===== src/rtl/frd_pkg.sv =====
package frd_pkg;

  // Register byte addresses on the plain register port.
  localparam logic [3:0] FRD_ADDR_RESP = 4'h0;
  localparam logic [3:0] FRD_ADDR_UNIT = 4'h1;
  localparam logic [3:0] FRD_ADDR_STAT = 4'h2;
  localparam logic [3:0] FRD_ADDR_IRQ_STAT = 4'h3;
  localparam logic [3:0] FRD_ADDR_IRQ_EN = 4'h4;
  localparam logic [3:0] FRD_ADDR_IRQ_CLR = 4'h5;

  // Field positions of the fault-response byte.
  localparam int FRD_RESP_LSB = 6;
  localparam int FRD_RETRY_LSB = 3;
  localparam int FRD_DELAY_LSB = 0;

  // Reset values.
  localparam logic [7:0] FRD_RESP_RST = 8'h80;
  localparam logic [15:0] FRD_UNIT_RST = 16'h0001;

  // Retry code meaning unlimited restarts.
  localparam logic [2:0] FRD_RETRY_FOREVER = 3'h7;

  // Base tick: one microsecond at the 50 MHz clock.
  localparam int FRD_CLK_MHZ = 50;
  localparam int FRD_TICK_US = 1;
  localparam int FRD_TICK_CYC = FRD_CLK_MHZ * FRD_TICK_US;

  // Interrupt event bit positions.
  localparam int FRD_EV_FAULT = 0;
  localparam int FRD_EV_SHUT = 1;
  localparam int FRD_EV_RETRY = 2;
  localparam int FRD_EV_LATCH = 3;
  localparam int FRD_EV_N = 4;

  // Fault-response modes.
  typedef enum logic [1:0] {
    FRD_IGNORE = 2'h0,
    FRD_DELAY_RETRY = 2'h1,
    FRD_DISABLE_RETRY = 2'h2,
    FRD_DISABLE_RESUME = 2'h3
  } frd_mode_t;

  // Decoded fault-response byte.
  typedef struct packed {
    frd_mode_t mode;
    logic [2:0] retry;
    logic [2:0] delay;
  } frd_resp_t;

  // Sequencer view of the outside conditions.
  typedef struct packed {
    logic uv_fault;
    logic cmd_on;
    logic other_shutdown;
    logic start_ok;
  } frd_cond_t;

endpackage


===== src/rtl/frd_ctrl.sv =====
`timescale 1ns/1ps
module frd_ctrl
  import frd_pkg::*;
(
  input wire logic clock,
  input wire logic rst_n,
  input wire logic [3:0] addr,
  input wire logic [7:0] wdata,
  input wire logic wr_en,
  input wire logic rd_en,
  output logic [7:0] rdata,
  input wire logic uv_fault,
  input wire logic cmd_on,
  input wire logic other_shutdown,
  input wire logic start_ok,
  input wire logic fault_clear,
  output logic out_enable,
  output logic irq
);

  // Sequencer states.  OFF follows reset, a command off or a fault clear and
  // is passed in one cycle once the command is on; the output stays low there
  // so that a new start always begins from a known point.
  // RUN is normal regulation and the only state that watches for a new
  // under-voltage fault; the response mode picks the next state.
  // RUNON keeps the output enabled while the shared delay runs; if the
  // fault goes away first the sequencer simply returns to RUN.
  // WAIT holds the output off for one full delay before an attempt, or
  // gives up at once when no attempts are allowed.
  // TRY enables the output for one cycle and starts the spacing to the
  // next attempt, so attempt starts are one delay plus two cycles apart.
  // HOLD keeps the output off while the fault lasts and leaves as soon
  // as it has gone, without using the delay or the attempt budget.
  // LATCH keeps the output off until the host clears the fault.
  // A command off wins over every other condition, and a shutdown forced
  // by another fault wins over the response to this one.
  // Limitation: an attempt counts as successful when the fault is absent
  // in the run cycle after TRY; the start indication is not used, so a
  // slow soft start must keep the fault input low while it ramps.
  // The state code is readable in the status register, so the order of
  // the names below is part of the software view and must not change.
  // Timing summary with the default one-microsecond unit: a delay code
  // of n lasts two to the power n units, each unit being fifty clock
  // cycles, and the prescaler restart at each load makes that exact.
  // An attempt interval is therefore one delay plus two cycles: the attempt
  // cycle, which makes the load, and the wait cycle that sees the count end.
  // The unit register is kept apart from the response byte because one
  // unit setting belongs to this fault alone; other fault types would
  // carry their own unit registers in the same way.
  // The run-on and the retry spacing share one delay path, which keeps the block
  // small at the cost of not being able to time both at once.
  // Nothing here needs both at once: a run-on ends before waiting starts.
  // Command off is taken as a level, not an edge, so holding it low
  // keeps the sequencer parked in OFF however long the fault lasts.
  typedef enum logic [2:0] {
    FRD_S_OFF,
    FRD_S_RUN,
    FRD_S_RUNON,
    FRD_S_WAIT,
    FRD_S_TRY,
    FRD_S_HOLD,
    FRD_S_LATCH
  } frd_state_t;

  frd_resp_t resp_q;
  logic [15:0] unit_q;
  logic [FRD_EV_N-1:0] irq_stat_q;
  logic [FRD_EV_N-1:0] irq_en_q;
  logic [FRD_EV_N-1:0] ev;
  frd_state_t state_q;
  frd_cond_t cond;
  logic [5:0] tick_cnt_q;
  logic tick;
  logic [15:0] unit_cnt_q;
  logic unit_tick;
  logic [7:0] delay_cnt_q;
  logic delay_done;
  logic delay_load;
  logic [2:0] tries_q;
  logic cmd_on_q;
  logic on_rise;
  logic budget_left;
  logic retry_run_q;
  logic [FRD_EV_N-1:0] irq_clr;

  assign cond = '{uv_fault: uv_fault, cmd_on: cmd_on,
                  other_shutdown: other_shutdown, start_ok: start_ok};
  assign on_rise = cond.cmd_on && !cmd_on_q;

  // Configuration registers written by the host.
  // Writes to read-only or unmapped addresses are dropped silently.
  always_ff @(posedge clock or negedge rst_n) begin
    if (!rst_n) begin
      resp_q <= frd_resp_t'(FRD_RESP_RST);
      unit_q <= FRD_UNIT_RST;
      irq_en_q <= '0;
    end else if (wr_en) begin
      case (addr)
        FRD_ADDR_RESP: resp_q <= frd_resp_t'(wdata);
        // The unit count is programmed in its own register.
        FRD_ADDR_UNIT: unit_q <= {8'h00, wdata};
        FRD_ADDR_IRQ_EN: irq_en_q <= wdata[FRD_EV_N-1:0];
        default: ;
      endcase
    end
  end

  // Write-one-to-clear strobes, one bit per event.
  assign irq_clr = (wr_en && addr == FRD_ADDR_IRQ_CLR) ?
                   wdata[FRD_EV_N-1:0] : '0;

  // Sticky interrupt status, one flop per event.  A new event wins over
  // a clear in the same cycle, so an event that arrives in the cycle of the
  // clear is kept; one that arrives between the read and the clear is cleared too.
  for (genvar i = 0; i < FRD_EV_N; i++) begin : g_stat
    always_ff @(posedge clock or negedge rst_n) begin
      if (!rst_n) begin
        irq_stat_q[i] <= 1'b0;
      end else if (ev[i]) begin
        irq_stat_q[i] <= 1'b1;
      end else if (irq_clr[i]) begin
        irq_stat_q[i] <= 1'b0;
      end
    end
  end

  assign irq = |(irq_stat_q & irq_en_q);

  // Read data appear the cycle after the strobe; unmapped reads give zero.
  // The port never stalls, so every read is answered in exactly one cycle.
  always_ff @(posedge clock or negedge rst_n) begin
    if (!rst_n) begin
      rdata <= 8'h00;
    end else if (rd_en) begin
      case (addr)
        FRD_ADDR_RESP: rdata <= resp_q;
        FRD_ADDR_UNIT: rdata <= unit_q[7:0];
        FRD_ADDR_STAT: rdata <= {2'h0, tries_q, state_q};
        FRD_ADDR_IRQ_STAT: rdata <= {4'h0, irq_stat_q};
        FRD_ADDR_IRQ_EN: rdata <= {4'h0, irq_en_q};
        default: rdata <= 8'h00;
      endcase
    end else begin
      rdata <= 8'h00;
    end
  end

  // Microsecond prescaler so that the unit counter stays narrow.  It is
  // restarted with every delay load: left free-running, its phase would
  // cut the first unit of a delay short by up to a whole microsecond.
  always_ff @(posedge clock or negedge rst_n) begin
    if (!rst_n) begin
      tick_cnt_q <= '0;
    end else if (delay_load) begin
      tick_cnt_q <= '0;
    end else if (tick) begin
      tick_cnt_q <= '0;
    end else begin
      tick_cnt_q <= tick_cnt_q + 6'h01;
    end
  end

  assign tick = tick_cnt_q == 6'(FRD_TICK_CYC - 1);

  // Time-unit divider for this fault; a zero unit acts as one tick.
  // Only the low byte is programmable, which caps one unit at 255 us;
  // the upper byte stays zero so that the counter width need not change.
  always_ff @(posedge clock or negedge rst_n) begin
    if (!rst_n) begin
      unit_cnt_q <= '0;
    end else if (delay_load) begin
      unit_cnt_q <= '0;
    end else if (tick) begin
      unit_cnt_q <= unit_tick ? 16'h0000 : unit_cnt_q + 16'h0001;
    end
  end

  assign unit_tick = tick && (unit_cnt_q + 16'h0001 >= unit_q);

  // Delay counter loaded with two to the power of the delay code.
  always_ff @(posedge clock or negedge rst_n) begin
    if (!rst_n) begin
      delay_cnt_q <= '0;
    end else if (delay_load) begin
      delay_cnt_q <= 8'h01 << resp_q.delay;
    end else if (unit_tick && delay_cnt_q != 8'h00) begin
      delay_cnt_q <= delay_cnt_q - 8'h01;
    end
  end

  assign delay_done = delay_cnt_q == 8'h00;

  // Edge detector for a fresh enable command.
  always_ff @(posedge clock or negedge rst_n) begin
    if (!rst_n) begin
      cmd_on_q <= 1'b0;
    end else begin
      cmd_on_q <= cond.cmd_on;
    end
  end

  // Marks the first run cycle after a restart attempt, where a fault that
  // is still present means the attempt failed.
  always_ff @(posedge clock or negedge rst_n) begin
    if (!rst_n) begin
      retry_run_q <= 1'b0;
    end else begin
      retry_run_q <= state_q == FRD_S_TRY;
    end
  end

  // Attempts still allowed; code 111 never runs out.  The counter
  // saturates at 7 under that code, so it never wraps back to zero.
  assign budget_left = (resp_q.retry == FRD_RETRY_FOREVER) ||
                       (tries_q < resp_q.retry);

  // Load the shared delay on each entry to a timed state.
  // The run cycle right after an attempt does not reload: the spacing
  // to the next attempt already started in the attempt cycle itself.
  // A run-on that expires loads the same delay once more, so the first
  // attempt after it is also one full delay away.
  always_comb begin
    delay_load = 1'b0;
    case (state_q)
      FRD_S_RUN: delay_load = cond.uv_fault && !retry_run_q;
      FRD_S_RUNON: delay_load = cond.uv_fault && delay_done;
      FRD_S_TRY: delay_load = 1'b1;
      default: delay_load = 1'b0;
    endcase
  end

  // Restart attempt counter, cleared by fault clear or new enable.
  // The clear takes priority over a count in the same cycle, so a host
  // clear always leaves the full budget for the next fault.
  always_ff @(posedge clock or negedge rst_n) begin
    if (!rst_n) begin
      tries_q <= '0;
    end else if (fault_clear || on_rise) begin
      tries_q <= '0;
    end else if (state_q == FRD_S_WAIT && delay_done && budget_left &&
                 tries_q != FRD_RETRY_FOREVER) begin
      tries_q <= tries_q + 3'h1;
    end
  end

  // Fault-response sequencer.
  always_ff @(posedge clock or negedge rst_n) begin
    if (!rst_n) begin
      state_q <= FRD_S_OFF;
    end else if (!cond.cmd_on) begin
      state_q <= FRD_S_OFF;
    end else if (cond.other_shutdown) begin
      state_q <= FRD_S_LATCH;
    end else begin
      case (state_q)
        FRD_S_OFF: state_q <= FRD_S_RUN;
        FRD_S_RUN: begin
          if (cond.uv_fault && retry_run_q) begin
            // A failed attempt goes straight back to waiting.
            state_q <= FRD_S_WAIT;
          end else if (cond.uv_fault) begin
            case (resp_q.mode)
              FRD_IGNORE: state_q <= FRD_S_RUN;
              FRD_DELAY_RETRY: state_q <= FRD_S_RUNON;
              FRD_DISABLE_RETRY: state_q <= FRD_S_WAIT;
              default: state_q <= FRD_S_HOLD;
            endcase
          end
        end
        FRD_S_RUNON: begin
          if (!cond.uv_fault) begin
            state_q <= FRD_S_RUN;
          end else if (delay_done) begin
            state_q <= FRD_S_WAIT;
          end
        end
        FRD_S_WAIT: begin
          // Spacing between attempts is one full delay plus two cycles.
          // Code 000 gives up without waiting for the delay.
          if (resp_q.retry == 3'h0) begin
            state_q <= FRD_S_LATCH;
          end else if (delay_done) begin
            state_q <= budget_left ? FRD_S_TRY : FRD_S_LATCH;
          end
        end
        FRD_S_TRY: state_q <= FRD_S_RUN;
        FRD_S_HOLD: begin
          if (!cond.uv_fault) begin
            state_q <= FRD_S_RUN;
          end
        end
        FRD_S_LATCH: begin
          if (fault_clear) begin
            state_q <= FRD_S_OFF;
          end
        end
        default: state_q <= FRD_S_OFF;
      endcase
    end
  end

  // A restart attempt re-enables the output; if the fault persists the
  // run state sees it again and the next wait begins.
  always_comb begin
    case (state_q)
      FRD_S_RUN: out_enable = 1'b1;
      FRD_S_RUNON: out_enable = 1'b1;
      FRD_S_TRY: out_enable = 1'b1;
      default: out_enable = 1'b0;
    endcase
  end

  // Events for the interrupt status register.
  // Each event is taken from the state and the inputs; all but the fault event in ignore mode last one cycle;
  // the sticky status bits above turn it into something software can see.
  always_comb begin
    ev = '0;
    ev[FRD_EV_FAULT] = state_q == FRD_S_RUN && cond.uv_fault;
    ev[FRD_EV_SHUT] = state_q == FRD_S_RUNON && cond.uv_fault && delay_done;
    ev[FRD_EV_RETRY] = state_q == FRD_S_TRY;
    ev[FRD_EV_LATCH] = state_q == FRD_S_WAIT && state_q != FRD_S_LATCH &&
                       (resp_q.retry == 3'h0 || (delay_done && !budget_left));
  end

endmodule


===== config.mk =====
export PLATFORM = sky130hd
export DESIGN_NAME = frd_ctrl
export DESIGN_NICKNAME = d
export VERILOG_FILES = /design/src/rtl/frd_pkg.sv /design/src/rtl/frd_ctrl.sv
export SDC_FILE = /design/constraint.sdc
export NUM_CORES = 1
export LEC_CHECK = 0
export ABC_CLOCK_PERIOD_IN_PS = 5900
export BUFFER_PORTS_ARGS = -buffer_cell sky130_fd_sc_hd__buf_2
export CORE_AREA = 3 3 114 72
export CTS_CLUSTER_SIZE = 12
export DETAILED_ROUTE_END_ITERATION = 10
export DIE_AREA = 0 0 117 75
export GPL_TIMING_DRIVEN = 0
export PLACE_DENSITY = 0.72
export SLEW_MARGIN = 20
export SYNTH_ARGS = -nofsm -noshare
export SYNTH_HDL_FRONTEND = slang
export SYNTH_SLANG_ARGS = --single-unit

===== constraint.sdc =====
create_clock -name clock -period 5.9 [get_ports clock]
set_input_delay 0.885 -clock clock [delete_from_list [all_inputs] [get_ports clock]]
set_output_delay 0.885 -clock clock [all_outputs]
set_load 0.02 [all_outputs]

==> results of run 1 <==
layer usage:
| metal | GRT usage (%) | part of all wire, % | up-vias |
|---|---|---|---|
| met3 | 7.71 | 9.0 | 11 |
| met4 | 6.36 | 0.97 | 0 |
| met5 | 0 | 0 | - |
| li1 | - | - | 1506 |
| met1 | 36.0 | 52 | 1516 |
| met2 | 29.9 | 38 | 110 |
cell families after synthesis:
group	Yosys count
AO/OA/AOI/OAI	83
XOR/XNOR	17
adder cells (fa/ha/maj)	18
buffers and inverters	35
flip-flops	70
multiplexers	27
AND/OR/NAND/NOR	147
worst max-delay path, stage by stage, from the launching register on:
cell and delay, ns:
dfrtp_1 0.47, ha_1 0.19, clkbuf_1 0.32, nand3_1 0.15, xnor2_1 0.17, ha_1 0.19
a21o_1 0.17, a21o_1 0.18, a21o_1 0.20, a221oi_4 0.38, nand4_1 0.45, o21ai_0 0.34
a21o_1 0.15
final timing paths:
check                                end  slack, ns  cells after the start
setup reg to reg           unit_cnt_q[2]       2.49                     12
hold reg to reg            tick_cnt_q[0]       0.51                      1
hold / removal               retry_run_q       0.40                      1
min in group clock         tick_cnt_q[0]       0.51                      1
max in group asynchronous      resp_q[7]       4.91                      2
setup / recovery           unit_cnt_q[2]       2.49                     12
final cells by class:
class	instances	share of cell area, %
multi-input combinational	292	45.2
sequential	70	39.0
clock buffer	13	5.56
timing repair buffer	28	3.67
tap	91	2.53
inverter	19	1.59
buffer	16	1.53
clock inverter	3	0.973
through the flow:
step / total power, uW / instances / util (%) / hold slack (ns) / setup WS, ns
floorplan: 906 / 397 / - / 0.460 / 3.24
global placement: 1010 / 515 / 57.9 / 0.482 / 2.70
detailed placement: 1030 / 516 / 58.4 / 0.497 / 2.60
CTS: 1570 / 532 / 62.4 / 0.398 / 2.57
global route: 1660 / 532 / 62.4 / 0.405 / 2.25
finish: 1560 / 532 / 62.4 / 0.405 / 2.49
power groups by stage:
| stage | Sequential (uW) | Clock (uW) | Combinational (uW) |
|---|---|---|---|
| 2_1_floorplan | 620 | 0 | 286 |
| 3_3_place_gp | 640 | 0 | 371 |
| 3_5_place_dp | 645 | 0 | 385 |
| 4_1_cts | 637 | 543 | 388 |
| 5_1_grt | 650 | 568 | 442 |
| 6_report | 640 | 530 | 390 |
Yosys cell counts (3+ instances only):
| master | instances |
|---|---|
| mux2i_1 | 7 |
| o21ai_0 | 27 |
| nand3_1 | 10 |
| xor2_1 | 4 |
| a21o_1 | 9 |
| nand4b_1 | 4 |
| nor4_1 | 5 |
| a31oi_1 | 3 |
| a2111oi_0 | 3 |
| and3_1 | 5 |
| xnor2_1 | 13 |
| inv_1 | 19 |
| nand2_1 | 43 |
| or3_1 | 7 |
| a21oi_1 | 9 |
| nand3b_1 | 4 |
| nand2b_1 | 9 |
| a22oi_1 | 6 |
| nor2_1 | 30 |
| a211oi_1 | 4 |
| clkbuf_1 | 13 |
| a22o_1 | 5 |
| and2_1 | 8 |
| dfrtp_1 | 68 |
| or4_1 | 3 |
| mux2_2 | 20 |
| ha_1 | 18 |
| nand4_1 | 6 |
state kept, by name, summed over array words and instances, names as in the netlist:
signal and cells:
tick_cnt_q 6, delay_cnt_q 8, cmd_on_q 1, resp_q 8, irq_stat_q 4, irq_en_q 4, rdata 8, unit_q 8
state_q 3, tries_q 3, unit_cnt_q 16, retry_run_q 1
==> flow_metrics.env, run 1 <==
export IMPL_timing_critical_path_to_type="flop"
export IMPL_status="completed"
export IMPL_postCtsResizedCells=0
export IMPL_synth_top_family_by_area="simple AND/OR/NAND/NOR gates"
export IMPL_fin_setup_tns_ns=0
export IMPL_drtIter0Drc=190
export IMPL_synth_xor_area_share_pct=3.79
export IMPL_swShare_pct=31.2
export IMPL_async_flop_share_pct=100
export IMPL_clkSinkCount=70
export IMPL_setup_viol=0
export IMPL_initial_core_util_pct=54.5
export IMPL_nets=475
export IMPL_grt_use_total_pct=23.0
export IMPL_power_internal_uw=1070
export IMPL_relSlewSlack_pct=55.9
export IMPL_rsz0062_at_grt="no"
export IMPL_syn_avg_cell_area_um2=9.89
export IMPL_n_antenna_cell=0
export IMPL_clock_latency_ns=0.33
export IMPL_synthDistinctLibCells=55
export IMPL_synth_area_mm2=0.00393
export IMPL_final_common_cell="dfrtp_1"
export IMPL_hold_viol_final=0
export IMPL_grt_pass1_wl_mm=15.2
export IMPL_clock_fmax_mhz=293
export IMPL_powerDensity_mw_per_mm2=347
export IMPL_drt_total_wl_mm=8.99
export IMPL_ys_top_cells_by_area="dfrtp_1, ha_1, mux2_2"
export IMPL_vias=3143
export IMPL_critPathKind="flop to flop"
export IMPL_vdd_drop_max_mv=0.182
export IMPL_fillerInstances=617
export IMPL_finalClockSkew_ns=0.00509
export IMPL_drv_slew=0
export IMPL_cts_setup_buffers=0
export IMPL_antenna_found_initial=0
export IMPL_die_x_um=117
export IMPL_cts_tree="yes"
export IMPL_crit_fanout=10
export IMPL_ys_warn_count=0
export IMPL_die_y_um=75
export IMPL_place_area_mm2=0.00421
export IMPL_cp_data_arrival_time_ns=3.68
export IMPL_drc=0
export IMPL_root_buffer="clkbuf_16"
export IMPL_yosys_area_share_simple_pct=19.6
export IMPL_synth_compound_area_share_pct=15.1
export IMPL_clk_pin_slew_worst_paths_ns=0.05
export IMPL_p_switching_uw=487
export IMPL_required_ns=6.17
export IMPL_grt_max_degree=57
export IMPL_r2r_start="unit_cnt_q[0]"
export IMPL_clock_power_share_pct=34.0
export IMPL_seq_power_share_pct=41.0
export IMPL_wire_per_inst_um=16.9
export IMPL_grt_pass1_vias=2932
export IMPL_yosysSeqAreaShare_pct=44.7
export IMPL_final_cell_mix="dfrtp_1, nand2_1, nor2_1, buf_2, o21ai_0"
export IMPL_grt_overflow=0
export IMPL_min_period_ns=3.41
export IMPL_worst_slew_pin_slew_ns=0.657
export IMPL_htree_levels=3
export IMPL_p_comb_share_pct=25.0
export IMPL_core_mm2=0.00721
export IMPL_firstDrtPassIters=5
export IMPL_synthesis_nets=436
export IMPL_io_pins=31
export IMPL_cp_startpoint="unit_cnt_q[0]"
export IMPL_syn_inst=397
export IMPL_avgViaCountPerCell=5.91
export IMPL_final_seq_area_mm2=0.00175
export IMPL_synth_edff_count=0
export IMPL_cts_buffer_depth=2
export IMPL_synth_seq_cells=70
export IMPL_synth_top_area_share_pct=43.3
export IMPL_hold_buffers=0
export IMPL_hp_class="input port to asynchronous set/reset pin"
export IMPL_drv_cap=0
export IMPL_place_gp_congestion=0.916
export IMPL_p_leak_uw=0.00212
export IMPL_drive_gt1_share_pct=16.8
export IMPL_synth_area_mux_share_pct=7.52
export IMPL_cp_start_kind="flop"
export IMPL_fin_crit_sh_pct=57.8
export IMPL_ys_flop_type="dfrtp_1"
export IMPL_cts_made_buffers=9
export IMPL_synth_adder_area_share_pct=5.74
export IMPL_port_buffer_count=27
export IMPL_syn_to_final_growth_pct=14.6
export IMPL_final_antenna_net_count=0
export IMPL_multi_input_area_mm2=0.00203
export IMPL_place_hpwl_mm=6.73
export IMPL_fp_row_count=24
export IMPL_die_area_mm2=0.00878
export IMPL_synth_largest_area_cell="dfrtp_1"
export IMPL_stdcell_area_mm2=0.00450
Power figures use the tool's default switching activity.
==> inputs of run 2 (changes only) <==
--- a/config.mk
+++ b/config.mk
@@ -5,7 +5,7 @@
 export SDC_FILE = /design/constraint.sdc
 export NUM_CORES = 1
 export LEC_CHECK = 0
-export ABC_CLOCK_PERIOD_IN_PS = 5900
+export ABC_CLOCK_PERIOD_IN_PS = 3460
 export BUFFER_PORTS_ARGS = -buffer_cell sky130_fd_sc_hd__buf_2
 export CORE_AREA = 3 3 114 72
 export CTS_CLUSTER_SIZE = 12
==> constraint.sdc (replaced) <==
create_clock -name clock -period 3.46 [get_ports clock]
set_input_delay 0.519 -clock clock [delete_from_list [all_inputs] [get_ports clock]]
set_output_delay 0.519 -clock clock [all_outputs]
set_load 0.02 [all_outputs]
==> run 2 against run 1 <==
- final cell count unchanged
- clock power rose by 71%
- register-to-register slack worse by 2.1 ns
- hold slack worse by 0.36 ns
- combinational power rose by 71%
- setup slack lost 2.1 ns
==> flow_metrics.env, run 2 (synthesized netlist as in run 1, its figures left out) <==
export IMPL_critPathKind="flop to flop"
export IMPL_core_mm2=0.00721
export IMPL_drt_total_wl_mm=9.02
export IMPL_r2r_start="unit_cnt_q[0]"
export IMPL_clock_latency_ns=0.33
export IMPL_max_stage_delay_ns=0.48
export IMPL_fin_cells=532
export IMPL_n_antenna_cell=0
export IMPL_timing_critical_path_to_type="flop"
export IMPL_stdcell_area_mm2=0.00450
export IMPL_min_period_ns=3.08
export IMPL_grt_use_total_pct=23.0
export IMPL_clk_pin_slew_worst_paths_ns=0.05
export IMPL_cp_startpoint="unit_cnt_q[0]"
export IMPL_cpMostUsedCell="a21o_1"
export IMPL_hp_class="input port to asynchronous set/reset pin"
export IMPL_top_register="unit_cnt_q"
export IMPL_grt_pass1_vias=2932
export IMPL_cp_start_kind="flop"
export IMPL_syn_to_final_growth_pct=14.7
export IMPL_vias=3114
export IMPL_cp_cell_sequence="ha_1 > nand3_1 > xnor2_1 > ha_1 > a21o_1 > a21o_1 > a21o_1 > a221oi_4 > a21oi_1 > mux2_2 > o21ai_0"
export IMPL_critPathBufInv=0
export IMPL_postCtsResizedCells=0
export IMPL_cp_data_arrival_time_ns=3.32
export IMPL_fp_row_count=24
export IMPL_finalClockSkew_ns=0.00538
export IMPL_relSlewSlack_pct=61.4
export IMPL_die_area_mm2=0.00878
export IMPL_final_seq_area_mm2=0.00175
export IMPL_initial_core_util_pct=54.5
export IMPL_clock_fmax_mhz=325
export IMPL_hold_viol_final=0
export IMPL_nets=475
export IMPL_clkSinkCount=70
export IMPL_fillerInstances=614
export IMPL_drtIter0Drc=211
export IMPL_antenna_found_initial=0
export IMPL_io_pins=31
export IMPL_port_buffer_count=27
export IMPL_htree_levels=3
export IMPL_final_antenna_net_count=0
export IMPL_drv_slew=0
export IMPL_die_y_um=75
export IMPL_final_common_cell="dfrtp_1"
export IMPL_grt_max_degree=57
export IMPL_avgViaCountPerCell=5.85
export IMPL_rsz0062_at_grt="no"
export IMPL_drv_cap=0
export IMPL_final_cell_mix="dfrtp_1, nand2_1, nor2_1, buf_2, o21ai_0"
export IMPL_grt_overflow=0
export IMPL_cp_top_family="compound AO/OA/AOI/OAI gates"
export IMPL_cts_buffer_depth=2
export IMPL_dp_cells=516
export IMPL_required_ns=3.71
export IMPL_powerDensity_mw_per_mm2=591
export IMPL_p_leak_uw=0.00213
export IMPL_drive_gt1_share_pct=17.0
export IMPL_grt_pass1_wl_mm=15.2
export IMPL_cts_tree="yes"
export IMPL_place_area_mm2=0.00421
export IMPL_cts_made_buffers=9
export IMPL_p_total_uw=2660
export IMPL_drc=0
export IMPL_die_x_um=117
export IMPL_wire_per_inst_um=17.0
export IMPL_worst_slew_pin_slew_ns=0.565
export IMPL_largest_reg_flops=16
export IMPL_vdd_drop_max_mv=0.310
export IMPL_fin_crit_sh_pct=88.9
export IMPL_place_hpwl_mm=6.73
export IMPL_fin_setup_tns_ns=0
export IMPL_root_buffer="clkbuf_16"
export IMPL_whs_ns=0.0399
export IMPL_status="completed"
export IMPL_place_gp_congestion=0.916
export IMPL_firstDrtPassIters=5
export IMPL_crit_slowest_cell="dfrtp_1"
export IMPL_multi_input_area_mm2=0.00203
export IMPL_crit_fanout=8
export IMPL_setup_viol=0
[run 2: changes by cell type in the layout (fill, tap and decap cells not counted)]
cell	change
buf_4	+1
clkbuf_1	-1
[run 2: layout make-up]
type,instances,area share (%)
clock inverters,3,0.972
inverters,19,1.58
flip-flops and latches,70,39.0
clock buffers,13,5.56
well taps,91,2.53
plain buffers,15,1.44
multi-input cells,292,45.1
repair buffers,29,3.83
[run 2: worst paths after layout]
path                            slack [ns]  cells after the start             end
worst min register to register        0.51                      1   tick_cnt_q[0]
worst max register to register        0.38                     11  delay_cnt_q[1]
min in group clock                    0.36                      1        cmd_on_q
worst min-delay path                  0.04                      1     retry_run_q
worst max-delay path                  0.38                     11  delay_cnt_q[1]
max in group asynchronous             2.84                      2       resp_q[7]
[run 2: layer usage]
layer | up-vias | track usage (%) | part of all wire, %
met2 | 107 | 29.9 | 38
li1 | 1505 | - | -
met3 | 9 | 7.71 | 8.5
met4 | 0 | 6.36 | 0.80
met1 | 1493 | 36.0 | 53
met5 | - | 0 | 0
[run 2: timing repair]
action	CTS	global route
hold buffers	0	0
endpoints found under the setup margin	0	8
hold endpoints to repair	0	0
setup buffers	0	1
[run 2: through the flow]
step                      worst slack (ns)  util, %
after CTS                            0.131     62.4
after floorplan                      0.797        -
after global routing                0.0954     62.5
final                                0.385     62.5
after detailed placement             0.160     58.4
after global placement               0.255     57.9
[run 2: where the power goes]
part / total (uW) / leakage (uW) / internal (uW) / switching [uW]
combinational: 665 / 0.00107 / 294 / 371
clock: 905 / 0.000144 / 578 / 327
sequential: 1090 / 0.000908 / 958 / 135
total: 2660 / 0.00213 / 1830 / 833
[run 2: worst reg2reg max path: stages, from the launching register on]
cell	delay [ns]
dfrtp_1	0.48
ha_1	0.39
nand3_1	0.14
xnor2_1	0.16
ha_1	0.19
a21o_1	0.17
a21o_1	0.18
a21o_1	0.20
a221oi_4	0.37
a21oi_1	0.24
mux2_2	0.32
o21ai_0	0.16
